## src/core/tsw_regs.svh

```systemverilog
`ifndef TSW_REGS_SVH
`define TSW_REGS_SVH

// register indices; byte address is four times the index
`define TSW_IDX_LINK_HEALTH   10'h133
`define TSW_IDX_WAKE_CFG      10'h17F
`define TSW_IDX_TIMER_SEL     10'h180
`define TSW_IDX_RX_SLEEP_CNT  10'h181
`define TSW_IDX_WAKE_CNT      10'h182
`define TSW_IDX_OVERRIDE      10'h183
`define TSW_IDX_ABORT         10'h1B

// reset values
`define TSW_RST_WAKE_CFG      16'h4028
`define TSW_RST_ZERO          16'h0000

// link health fields
`define TSW_B_CS_UP           14
`define TSW_B_SEND_DATA       13
`define TSW_B_LINK            12
`define TSW_B_DESCR           2
`define TSW_B_LOC_RX          1
`define TSW_B_REM_RX          0

// wake config fields
`define TSW_B_WUR_EN          15
`define TSW_B_WUP_EN          14
`define TSW_WAKE_CFG_MASK     16'hC0FF

// timer select fields
`define TSW_REQ_HI            4
`define TSW_REQ_LO            3
`define TSW_ACK_HI            1
`define TSW_ACK_LO            0
`define TSW_TIMER_MASK        16'h001B

// sleep timer choices in milliseconds, selector codes 0 to 3
`define TSW_REQ_MS_0          16
`define TSW_REQ_MS_1          4
`define TSW_REQ_MS_2          32
`define TSW_REQ_MS_3          40
`define TSW_ACK_MS_0          8
`define TSW_ACK_MS_1          6
`define TSW_ACK_MS_2          24
`define TSW_ACK_MS_3          32

// override fields
`define TSW_B_SEND_WUP        15
`define TSW_B_SLEEP_EN        14
`define TSW_B_SLEEP_VAL       13
`define TSW_B_TXLPS_EN        12
`define TSW_B_TXLPS_VAL       11
`define TSW_B_LCTL_EN         10
`define TSW_B_LCTL_VAL        9
`define TSW_B_ST_EN           8
`define TSW_OVR_MASK          16'hFF7F
`define TSW_CNT_MASK          16'h03FF
`define TSW_B_ABORT           0

// timing
`define TSW_CLK_MHZ           10
`define TSW_CYC_PER_US        (`TSW_CLK_MHZ)
`define TSW_CYC_PER_MS        (`TSW_CLK_MHZ * 1000)
`define TSW_US_W              8

`endif

```

## src/core/tsw_pkg.sv

```systemverilog
package tsw_pkg;
  typedef enum logic [2:0] {
    TSW_IDLE, TSW_REQ, TSW_ACK, TSW_SLEEP
  } tsw_sleep_st_t;
endpackage : tsw_pkg

```

## src/core/tsw_sync.sv

```systemverilog
`timescale 1ns/1ps
module tsw_sync
#(
  parameter int W = 1
)
(
  // clock and reset
  input  wire logic         clk,
  input  wire logic         rst,
  // data
  input  wire logic [W-1:0] d,
  output logic      [W-1:0] q
);
  logic [W-1:0] meta_q;

  // first stage is read by the second stage only
  always_ff @(posedge clk or posedge rst)
  begin
    if (rst)
    begin
      meta_q <= '0;
      q      <= '0;
    end
    else
    begin
      meta_q <= d;
      q      <= meta_q;
    end
  end
endmodule : tsw_sync

```

## src/core/tsw_sleep_wake_regs.sv

```systemverilog
// The Wishbone slave port was decided locally.
`timescale 1ns/1ps
`include "tsw_regs.svh"

// Notes on behaviour
// - bit 12 shows link monitor state
// - bit 13 set while in send data
// - bit 14 shows link up, resets zero
// - bit 2 shows descrambler lock
// - bit 1 shows local receiver valid
// - bit 0 shows remote receiver valid
// - wake enable sends wur on active link
// - wake pulse must reach microsecond threshold
// - wup after pin wake when enabled
// - sleep request time from bits 4-3
// - sleep acknowledge time from bits 1-0
// - ten bit received sleep code counter
// - ten bit received wake code counter
// - write one sends wup in disable transmit
// - sleep signal override from bit 13
// - transmit sleep request override from bit 11
// - link control override from bit 9
// - hold sleep fsm in forced state for codes 0 to 3; other codes only show on sleep_fsm_state
// - abort bit aborts sleep in acknowledge
module tsw_sleep_wake_regs
  import tsw_pkg::*;
(
  // clock and reset
  input  wire logic        clk,
  input  wire logic        rst,
  // wishbone slave
  input  wire logic        wb_cyc_i,
  input  wire logic        wb_stb_i,
  input  wire logic        wb_we_i,
  input  wire logic [11:0] wb_adr_i,
  input  wire logic [31:0] wb_dat_i,
  input  wire logic [3:0]  wb_sel_i,
  output logic      [31:0] wb_dat_o,
  output logic             wb_ack_o,
  // pins and phy status
  input  wire logic        wake_pin,
  input  wire logic        link_mon_up,
  input  wire logic        link_up_cs,
  input  wire logic        phy_ctrl_send_data,
  input  wire logic        phy_ctrl_dis_tx,
  input  wire logic        descr_locked,
  input  wire logic        loc_rx_ok,
  input  wire logic        rem_rx_ok,
  // sleep and wake code events, local sleep request and link control level
  input  wire logic        rx_sleep_code,
  input  wire logic        rx_wake_code,
  input  wire logic        sleep_req_local,
  input  wire logic        link_ctrl_in,
  // towards phy control
  output logic             send_wur,
  output logic             send_wup,
  output logic             sleep_to_phy,
  output logic             tx_sleep_req,
  output logic             link_ctrl_out,
  output logic      [6:0]  sleep_fsm_state
);

  typedef struct packed {
    logic [31:0]   dat;
    logic          ack;
    logic [15:0]   wake_cfg;
    logic [15:0]   timer_sel;
    logic [15:0]   ovr;
    logic          abort;
    logic [9:0]    rx_sleep_cnt;
    logic [9:0]    rx_wake_cnt;
    logic [15:0]   status;
    logic [7:0]    us_div;
    logic [7:0]    width_us;
    logic          wake_prev;
    logic          sent_wur;
    logic          slept;
    logic          wur;
    logic          wup;
    logic          sleep_o;
    logic          txlps_o;
    logic          lctl_o;
    logic [6:0]    st_o;
    tsw_sleep_st_t st;
    logic [18:0]   tmr;
  } tsw_state_t;

  tsw_state_t s_q;
  tsw_state_t s_d;

  logic [10:0] in_raw;
  logic [10:0] in_s;
  logic        access;
  logic        wr;
  logic [9:0]  idx;
  logic [15:0] wd;
  logic [15:0] rd;
  logic [18:0] req_cyc;
  logic [18:0] ack_cyc;
  logic        w_wake;
  logic        w_link;
  logic        w_dis_tx;

  // -------------------------------------------------------------
  // pin synchronisers
  // -------------------------------------------------------------
  assign in_raw = {wake_pin, link_mon_up, link_up_cs, phy_ctrl_send_data,
                   phy_ctrl_dis_tx, descr_locked, loc_rx_ok, rem_rx_ok,
                   rx_sleep_code, rx_wake_code, link_ctrl_in};

  tsw_sync #(.W(11)) u_sync
  (
    .clk (clk),
    .rst (rst),
    .d   (in_raw),
    .q   (in_s)
  );

  assign w_wake   = in_s[10];
  assign w_link   = in_s[9];
  assign w_dis_tx = in_s[6];

  // -------------------------------------------------------------
  // bus decode
  // -------------------------------------------------------------
  assign access = wb_cyc_i && wb_stb_i && !s_q.ack;
  assign wr     = access && wb_we_i;
  assign idx    = wb_adr_i[11:2];
  assign wd     = {wb_sel_i[1] ? wb_dat_i[15:8] : 8'h00,
                   wb_dat_i[7:0]};

  always_comb
  begin
    unique case (idx)
      `TSW_IDX_LINK_HEALTH:  rd = s_q.status;
      `TSW_IDX_WAKE_CFG:     rd = s_q.wake_cfg;
      `TSW_IDX_TIMER_SEL:    rd = s_q.timer_sel;
      `TSW_IDX_RX_SLEEP_CNT: rd = {6'h00, s_q.rx_sleep_cnt};
      `TSW_IDX_WAKE_CNT:     rd = {6'h00, s_q.rx_wake_cnt};
      `TSW_IDX_OVERRIDE:     rd = s_q.ovr;
      `TSW_IDX_ABORT:        rd = {15'h0000, s_q.abort};
      default:               rd = `TSW_RST_ZERO;
    endcase
  end

  // -------------------------------------------------------------
  // sleep timers
  // -------------------------------------------------------------
  // request time
  always_comb
  begin
    unique case (s_q.timer_sel[`TSW_REQ_HI:`TSW_REQ_LO])
      2'h0: req_cyc = 19'(`TSW_REQ_MS_0 * `TSW_CYC_PER_MS);
      2'h1: req_cyc = 19'(`TSW_REQ_MS_1 * `TSW_CYC_PER_MS);
      2'h2: req_cyc = 19'(`TSW_REQ_MS_2 * `TSW_CYC_PER_MS);
      2'h3: req_cyc = 19'(`TSW_REQ_MS_3 * `TSW_CYC_PER_MS);
    endcase
  end

  always_comb
  begin
    unique case (s_q.timer_sel[`TSW_ACK_HI:`TSW_ACK_LO])
      2'h0: ack_cyc = 19'(`TSW_ACK_MS_0 * `TSW_CYC_PER_MS);
      2'h1: ack_cyc = 19'(`TSW_ACK_MS_1 * `TSW_CYC_PER_MS);
      2'h2: ack_cyc = 19'(`TSW_ACK_MS_2 * `TSW_CYC_PER_MS);
      2'h3: ack_cyc = 19'(`TSW_ACK_MS_3 * `TSW_CYC_PER_MS);
    endcase
  end

  // -------------------------------------------------------------
  // next state
  // -------------------------------------------------------------
  always_comb
  begin
    s_d     = s_q;
    s_d.ack = access;
    s_d.wur = 1'b0;
    s_d.wup = 1'b0;
    if (access)
      s_d.dat = {16'h0000, rd};
    // registers written only with the low lane selected
    if (wr && wb_sel_i[0])
    begin
      unique case (idx)
        `TSW_IDX_WAKE_CFG:
          s_d.wake_cfg = wd & `TSW_WAKE_CFG_MASK;
        `TSW_IDX_TIMER_SEL:
          s_d.timer_sel = wd & `TSW_TIMER_MASK;
        `TSW_IDX_OVERRIDE:
          s_d.ovr = wd & `TSW_OVR_MASK;
        `TSW_IDX_ABORT:
          s_d.abort = wd[`TSW_B_ABORT];
        default:
          s_d.abort = s_q.abort;
      endcase
    end

    if (wr && wb_sel_i[1] && idx == `TSW_IDX_OVERRIDE
        && wd[`TSW_B_SEND_WUP] && w_dis_tx)
      s_d.wup = 1'b1;

    // status snapshot, refreshed every cycle
    s_d.status = `TSW_RST_ZERO;
    // link up for c and s
    s_d.status[`TSW_B_CS_UP] = in_s[8];
    s_d.status[`TSW_B_SEND_DATA] = in_s[7];
    s_d.status[`TSW_B_LINK] = w_link;
    s_d.status[`TSW_B_DESCR] = in_s[5];
    s_d.status[`TSW_B_LOC_RX] = in_s[4];
    s_d.status[`TSW_B_REM_RX] = in_s[3];

    s_d.wake_prev = w_wake;
    if (in_s[2])
      s_d.rx_sleep_cnt = s_q.rx_sleep_cnt + 10'h001;
    if (in_s[1])
      s_d.rx_wake_cnt = s_q.rx_wake_cnt + 10'h001;

    // microsecond tick measures wake pulse width
    if (!w_wake)
    begin
      s_d.us_div   = 8'h00;
      s_d.width_us = 8'h00;
      s_d.sent_wur = 1'b0;
    end
    else if (s_q.us_div == 8'(`TSW_CYC_PER_US - 1))
    begin
      s_d.us_div = 8'h00;
      if (s_q.width_us != 8'hFF)
        s_d.width_us = s_q.width_us + 8'h01;
    end
    else
      s_d.us_div = s_q.us_div + 8'h01;

    if (w_wake && w_link && !s_q.sent_wur
        && s_q.wake_cfg[`TSW_B_WUR_EN]
        && s_q.width_us >= s_q.wake_cfg[`TSW_US_W-1:0])
    begin
      s_d.wur      = 1'b1;
      s_d.sent_wur = 1'b1;
    end

    // wup after pin wake from sleep
    if (s_q.st == TSW_SLEEP && w_wake && !s_q.wake_prev)
    begin
      s_d.slept = 1'b0;
      s_d.st    = TSW_IDLE;
      if (s_q.wake_cfg[`TSW_B_WUP_EN])
        s_d.wup = 1'b1;
    end

    // sleep fsm
    if (s_q.tmr != 19'h00000)
      s_d.tmr = s_q.tmr - 19'h00001;
    unique case (s_q.st)
      TSW_IDLE:
        if (sleep_req_local && w_link)
        begin
          s_d.st  = TSW_REQ;
          s_d.tmr = req_cyc;
        end
      TSW_REQ:
        if (s_q.tmr == 19'h00000)
        begin
          s_d.st  = TSW_ACK;
          s_d.tmr = ack_cyc;
        end
      TSW_ACK:
        if (s_q.abort)
          s_d.st = TSW_IDLE;
        else if (s_q.tmr == 19'h00000)
        begin
          s_d.st    = TSW_SLEEP;
          s_d.slept = 1'b1;
        end
      TSW_SLEEP:
        s_d.slept = 1'b1;
    endcase

    // a legal forced code steers the machine itself
    if (s_q.ovr[`TSW_B_ST_EN] && s_q.ovr[6:2] == 5'h00)
      s_d.st = tsw_sleep_st_t'({1'b0, s_q.ovr[1:0]});

    s_d.sleep_o = s_q.ovr[`TSW_B_SLEEP_EN] ? s_q.ovr[`TSW_B_SLEEP_VAL]
                                           : (s_d.st == TSW_SLEEP);
    s_d.txlps_o = s_q.ovr[`TSW_B_TXLPS_EN] ? s_q.ovr[`TSW_B_TXLPS_VAL]
                                           : (s_d.st == TSW_REQ);
    s_d.lctl_o = s_q.ovr[`TSW_B_LCTL_EN] ? s_q.ovr[`TSW_B_LCTL_VAL]
                                         : in_s[0];
    s_d.st_o = s_q.ovr[`TSW_B_ST_EN] ? s_q.ovr[6:0]
                                     : {4'h0, s_d.st};
  end

  always_ff @(posedge clk or posedge rst)
  begin
    if (rst)
    begin
      s_q          <= '0;
      s_q.wake_cfg <= `TSW_RST_WAKE_CFG;
      s_q.st       <= TSW_IDLE;
    end
    else
      s_q <= s_d;
  end

  // -------------------------------------------------------------
  // outputs
  // -------------------------------------------------------------
  assign wb_dat_o        = s_q.dat;
  assign wb_ack_o        = s_q.ack;
  assign send_wur        = s_q.wur;
  assign send_wup        = s_q.wup;
  assign sleep_to_phy    = s_q.sleep_o;
  assign tx_sleep_req    = s_q.txlps_o;
  assign link_ctrl_out   = s_q.lctl_o;
  assign sleep_fsm_state = s_q.st_o;
endmodule : tsw_sleep_wake_regs

```

## config.mk

```make
export PLATFORM = sky130hd
export DESIGN_NAME = tsw_sleep_wake_regs
export DESIGN_NICKNAME = d
export VERILOG_FILES = /design/src/core/tsw_pkg.sv /design/src/core/tsw_sync.sv /design/src/core/tsw_sleep_wake_regs.sv
export VERILOG_INCLUDE_DIRS = /design/src /design/src/core
export SDC_FILE = /design/constraint.sdc
export NUM_CORES = 1
export LEC_CHECK = 0
export ABC_AREA = 1
export BUFFER_PORTS_ARGS = -buffer_cell sky130_fd_sc_hd__buf_2
export CORE_ASPECT_RATIO = 0.6
export CORE_MARGIN = 2
export CORE_UTILIZATION = 55
export CTS_CLUSTER_DIAMETER = 40
export CTS_CLUSTER_SIZE = 10
export DETAILED_ROUTE_END_ITERATION = 10
export GPL_ROUTABILITY_DRIVEN = 1
export PLACE_DENSITY = 0.79
export SYNTH_ARGS = -nofsm -noshare
export SYNTH_HDL_FRONTEND = slang
export SYNTH_SLANG_ARGS = --single-unit
```

## constraint.sdc

```tcl
create_clock -name clk -period 5.76 [get_ports clk]
set_clock_uncertainty 0.15 [all_clocks]
set_input_delay 0.864 -clock clk [delete_from_list [all_inputs] [get_ports clk]]
set_output_delay 0.864 -clock clk [all_outputs]
set_load 0.01 [all_outputs]
```

Yosys cells after proc, flatten, opt, wreduce, memory -nomap -nowiden
Cells that the tools add are included.
{ "totals": {"reg_bits": 147, "inputBits": 65, "out_inout_bits": 45} }
{ "op_classes": {"addsub": 5, "magnitude_cmp": 1, "n_reduce_logical": 30, "mux": 27, "eq_ne": 23} }
{ "op_table": {"columns": ["operator", "n"], "rows": [
  ["19-bit one-hot mux with 4 select lines", 2],
  ["16-bit one-hot mux with 7 select lines", 1],
  ["10-bit by 9-bit equality test with 1-bit output, second input constant", 6],
  ["22-bit 2-to-1 mux", 2],
  ["19-bit one-hot mux with 2 select lines", 1],
  ["8-bit 2-to-1 mux", 4],
  ["10-bit by 1-bit adder with 10-bit output, second input constant", 2],
  ["19-bit logical NOT", 1],
  ["19-bit 2-to-1 mux", 1],
  ["19-bit nonzero test", 1],
  ["19-bit by 1-bit subtractor with 19-bit output, second input constant", 1],
  ["8-bit by 1-bit adder with 8-bit output, second input constant", 2],
  ["1-bit logical AND", 16],
  ["16-bit 2-to-1 mux", 1],
  ["3-bit 2-to-1 mux", 4],
  ["10-bit by 5-bit equality test with 1-bit output, second input constant", 1],
  ["2-bit AND reduction", 5],
  ["3-bit by 2-bit equality test with 1-bit output, second input constant", 3],
  ["1-bit 2-to-1 mux", 9],
  ["3-bit one-hot mux with 3 select lines", 1],
  ["2-bit equality test, second input constant", 4],
  ["8-bit by 4-bit equality test with 1-bit output, second input constant", 1],
  ["8-bit >= comparator", 1],
  ["8-bit inequality test, second input constant", 1],
  ["8 further kinds", 15]
]} }

Logic depth before layout (Yosys ltp)
{ "logic_depth": {"word_depth": 10, "depth_mapped": 11, "depth_no_buf": 11} }

By module
Synthesis repeated with hierarchy kept, for this count alone.
{ "hier_totals": {"hier_cells": 877, "area_unflattened_um2": 7495.9} }
{ "by_module_without_submodules": {"columns": ["mod", "seq_area_each_um2", "cells_each", "instances", "area_each_um2"], "rows": [
  ["tsw_sleep_wake_regs", 3131.8, 854, 1, 6941.7],
  ["tsw_sync", 550.5, 23, 1, 554.3]
]} }

Worst setup path after synthesis
No wires, ideal clock.
{ "synth_timing": {"kind": "input to register", "from": "in wb_adr_i[4]", "to": "reg s_q[102] in the netlist's numbering", "path_slack_ps": 3612, "cell_stages": 9, "arrival_ps": 1880, "setup_ps": 118, "cell_sequence": "nor2_2 -> nand2_1 -> nor3_2 -> inv_2 -> nor2_4 -> inv_2 -> buf_4 -> nand2_1 -> nand2_1"} }
{ "synth_between": {"elab_chain_cells": 2} }
{ "synth_lines": {"columns": ["item", "line_no", "source"], "rows": [
  ["from (decl)", "tsw_sleep_wake_regs.sv:35", "input wire logic [11:0] wb_adr_i,"],
  ["10-bit by 9-bit equality test with 1-bit output", "tsw_sleep_wake_regs.sv:184", "unique case (idx)"],
  ["2-bit AND reduction (no line)", null, null],
  ["to (decl)", "tsw_sleep_wake_regs.sv:88", "tsw_state_t s_q;"]
]} }
Every way passes these cells.
A chain may end at the register's enable or synchronous reset.

Final worst setup path
{ "layout_timing": {"from": "in wb_cyc_i", "to": "reg s_q[129] in the netlist's numbering"} }
{ "layout_between": {"elab_chain_cells": 5} }
{ "layout_lines": {"columns": ["item", "line_no", "source"], "rows": [
  ["from (decl)", "tsw_sleep_wake_regs.sv:32", "input wire logic wb_cyc_i,"],
  ["1-bit logical AND (2 in series)", "tsw_sleep_wake_regs.sv:126", "assign access = wb_cyc_i && wb_stb_i && !s_q.ack;"],
  ["1-bit logical AND", "tsw_sleep_wake_regs.sv:127", "assign wr = access && wb_we_i;"],
  ["1-bit logical AND", "tsw_sleep_wake_regs.sv:182", "if (wr && wb_sel_i[0])"],
  ["2-bit AND reduction (no line)", null, null]
]} }
Every way passes these cells.

==> impl_metrics.yaml <==
finish:
  multi_input_area_um2: 2950
  n_fill_cell: 1113
  drive_gt1_share_pct: 15.0
  area_growth_pct: 12.2
  antenna_cells: 0
  nets: 1019
  post-route-util_pct: 63.9
  final-seq-area_um2: 3680
detailed_routing:
  vias: 6004
  routedWlPerCell_um: 16.0
  drcViolationCount: 0
  final_antenna_net_count: 0
  viasPerCell: 5.38
  drt_pre_antenna_iters: 5
  drt_iter0_drc: 643
  drt-total-wl_mm: 17.9
clocking:
  clkTransAtPathRegs_ps: 60
  cts_resized: 0
  cts_tree: "done"
  insertion_delay_ps: 410
  clkSinkCount: 147
  numCtsBuffers: 17
  cts_root_buf: "clkbuf_16"
  cts_buffer_depth: 2
  cts_setup_buffers: 0
  htreeDepth: 4
  hold_buffers: 0
logic_synthesis:
  synth_mux_area_share_pct: 0
  synthXorXnorAreaFrac_pct: 3.31
  synth-compound-area-share_pct: 9.67
  netlist_top_cells_count: "nand2_1, dfrtp_1, inv_1, nor2_1, o21ai_0"
  synthDistinctLibCells: 43
  synthSimpleGateAreaFrac_pct: 22.6
  synth_top_family_by_area: "simple AND/OR/NAND/NOR gates"
  synth_flop_cell: "dfrtp_1"
  synth_seq_cells: 147
  avgSynthCellArea_um2: 8.44
  ys_async_sr_fraction_pct: 100
  synth_area_leaders: "dfrtp_1, nand2_1, inv_1"
  yosysMostFrequentCell: "nand2_1"
  synth_top_area_share_pct: 48.6
  synthAdderAreaFrac_pct: 3.38
  synth_warnings: 0
  synth_edf_count: 0
  synthCells: 878
  synthesis.area_um2: 7410
  synth_area_leader_cell: "dfrtp_1"
  synth_seq_area_share_pct: 49.7
sta:
  timing.final.hold_violations: 0
  fmax_mhz: 375
  rsz0062_at_grt: "no"
  tightestPinTransition_ps: 925
  period_needed_ps: 2660
  fin_crit_sh_pct: 46.2
  setup_violations: 0
  fin_tns_setup_ps: 0
  drv_slew: 0
  relSlewSlack_pct: 38.3
pwr:
  p_comb_share_pct: 10.3
  pwr-share-clk_pct: 43.6
  p_int_mw: 1.92
  leakage_nw: 4.19
  irDropWorstVdd_uv: 189
  p_switching_mw: 0.690
  power_switching_share_pct: 26.5
  p_per_area_nw_per_um2: 314
  p_seq_share_pct: 46.1
floorplan:
  coreArea_um2: 13000
  row_count: 32
  initial_utilization_pct: 57.0
  die_h_um: 93.9
  num_io_pins: 110
  die_w_um: 154
  die_area_um2: 14400
global_routing:
  grt_pass1_wl_mm: 29.6
  antenna_found_initial: 0
  grt_overflow: 0
  globalRouteTotalUtil_pct: 26.8
  grt_pass1_vias: 5543
  grt_max_degree: 103
hold_path:
  hold_class: "reg -> reg"
worst_setup_path:
  required_ps: 5880
  end_kind: "flip-flop"
  critPathLaunchType: "primary input"
  cp.arrival_ps: 2780
  cp_slowest_cell: "nor2_1"
  crit_path_frequent_cell: "nand2_1"
  slowest_delay_ps: 630
  critPathMaxFanout: 20
  crit_type: "in -> reg"
  crit_chain: "buf_2 > nand2_1 > nor2_1 > nand2_1 > inv_1 > nand2_1 > inv_1 > nand2_1 > nor2_1 > a21oi_1"
flow_run:
  drv_cap: 0
run_status:
  status: "complete, no violations"
placed_design:
  portBuffers: 73
  globalplace.congestion: 1.01
  dp_hpwl_mm: 13.0
-- routing by layer --
| layer | wire length (um) | vias up | global-route usage, % |
|---|---|---|---|
| met4 | 216 | 0 | 7.01 |
| met3 | 2010 | 26 | 8.39 |
| met1 | 8850 | 2785 | 42.3 |
| li1 | - | 2888 | - |
| met5 | 0 | - | 0 |
| met2 | 6770 | 305 | 34.9 |
-- stage by stage --
stage                     cells  power, mW  setup WS (ps)  hold WS (ps)  area (um2)
after floorplan             893       1.41            800           181        7470
after global placement     1085       1.48           2750           182        7700
after detailed placement   1085       1.48           2710           185        7700
after CTS                  1116       2.62           3160           198        8310
after global routing       1116       2.74           2820           206        8310
final                      1116       2.61           3100           196        8310
-- worst max-delay path: cells and delay by family --
| family | cells | cell delay [ps] |
|---|---|---|
| simple gates | 6 | 1540 |
| compound gates | 1 | 50 |
| buf+inv | 3 | 300 |
-- flip-flops by register name, summed over array words and instances (netlist names) --
signal / flops
s_q: 96
wb_dat_o: 16
u_sync.meta_q: 11
u_sync.q: 11
sleep_fsm_state: 7
link_ctrl_out: 1
send_wup: 1
send_wur: 1
sleep_to_phy: 1
tx_sleep_req: 1
wb_ack_o: 1
-- cell families after synthesis --
group                    after synthesis
XOR/XNOR                              28
other                                  1
AND/OR/NAND/NOR                      377
AO/OA/AOI/OAI                        125
adder cells (fa/ha/maj)               20
buffers and inverters                180
flip-flops                           147
-- placed cells by master, fill, tap and decap left out, types with 4 or more instances in the layout --
| cell | n |
|---|---|
| a21oi_1 | 28 |
| buf_2 | 73 |
| clkbuf_16 | 17 |
| clkinvlp_4 | 4 |
| conb_1 | 16 |
| dfrtp_1 | 144 |
| ha_1 | 20 |
| inv_1 | 119 |
| inv_2 | 5 |
| nand2_1 | 185 |
| nand3_1 | 46 |
| nand4_1 | 20 |
| nor2_1 | 78 |
| nor2_2 | 6 |
| nor3_1 | 18 |
| nor4_1 | 4 |
| o211ai_1 | 5 |
| o21ai_0 | 52 |
| o21ai_1 | 8 |
| o21ai_2 | 7 |
| o22ai_1 | 10 |
| o31ai_1 | 6 |
| or2_2 | 5 |
| xor2_1 | 25 |
-- cell type report --
cell class              count  area share (%)
clock buffers              19            5.45
flip-flops and latches    147            44.3
multi-input cells         566            35.4
inverters                 127            5.80
repair buffers             75            4.58
clock inverters            12            1.88
well taps                 170            2.56
-- power by group through the flow --
stage          clock [mW]  sequential, mW  combinational (mW)
2_1_floorplan           0            1.20               0.211
3_3_place_gp            0            1.22               0.258
3_5_place_dp            0            1.22               0.266
4_1_cts              1.15            1.20               0.269
5_1_grt              1.21            1.22               0.317
6_report             1.14            1.20               0.268
-- final timing paths --
check / start / to / slack [ps] / cells past startpoint
max: wb_cyc_i / s_q[129] / 3100 / 10
min: u_sync.meta_q[8] / u_sync.q[8] / 200 / 0
max reg2reg: s_q[38] / s_q[39] / 3190 / 10
min reg2reg: u_sync.meta_q[8] / u_sync.q[8] / 200 / 0
max in group asynchronous: rst / s_q[89] / 3840 / 3
min in group asynchronous: rst / send_wur / 490 / 2
Power figures use the tool's default switching activity.
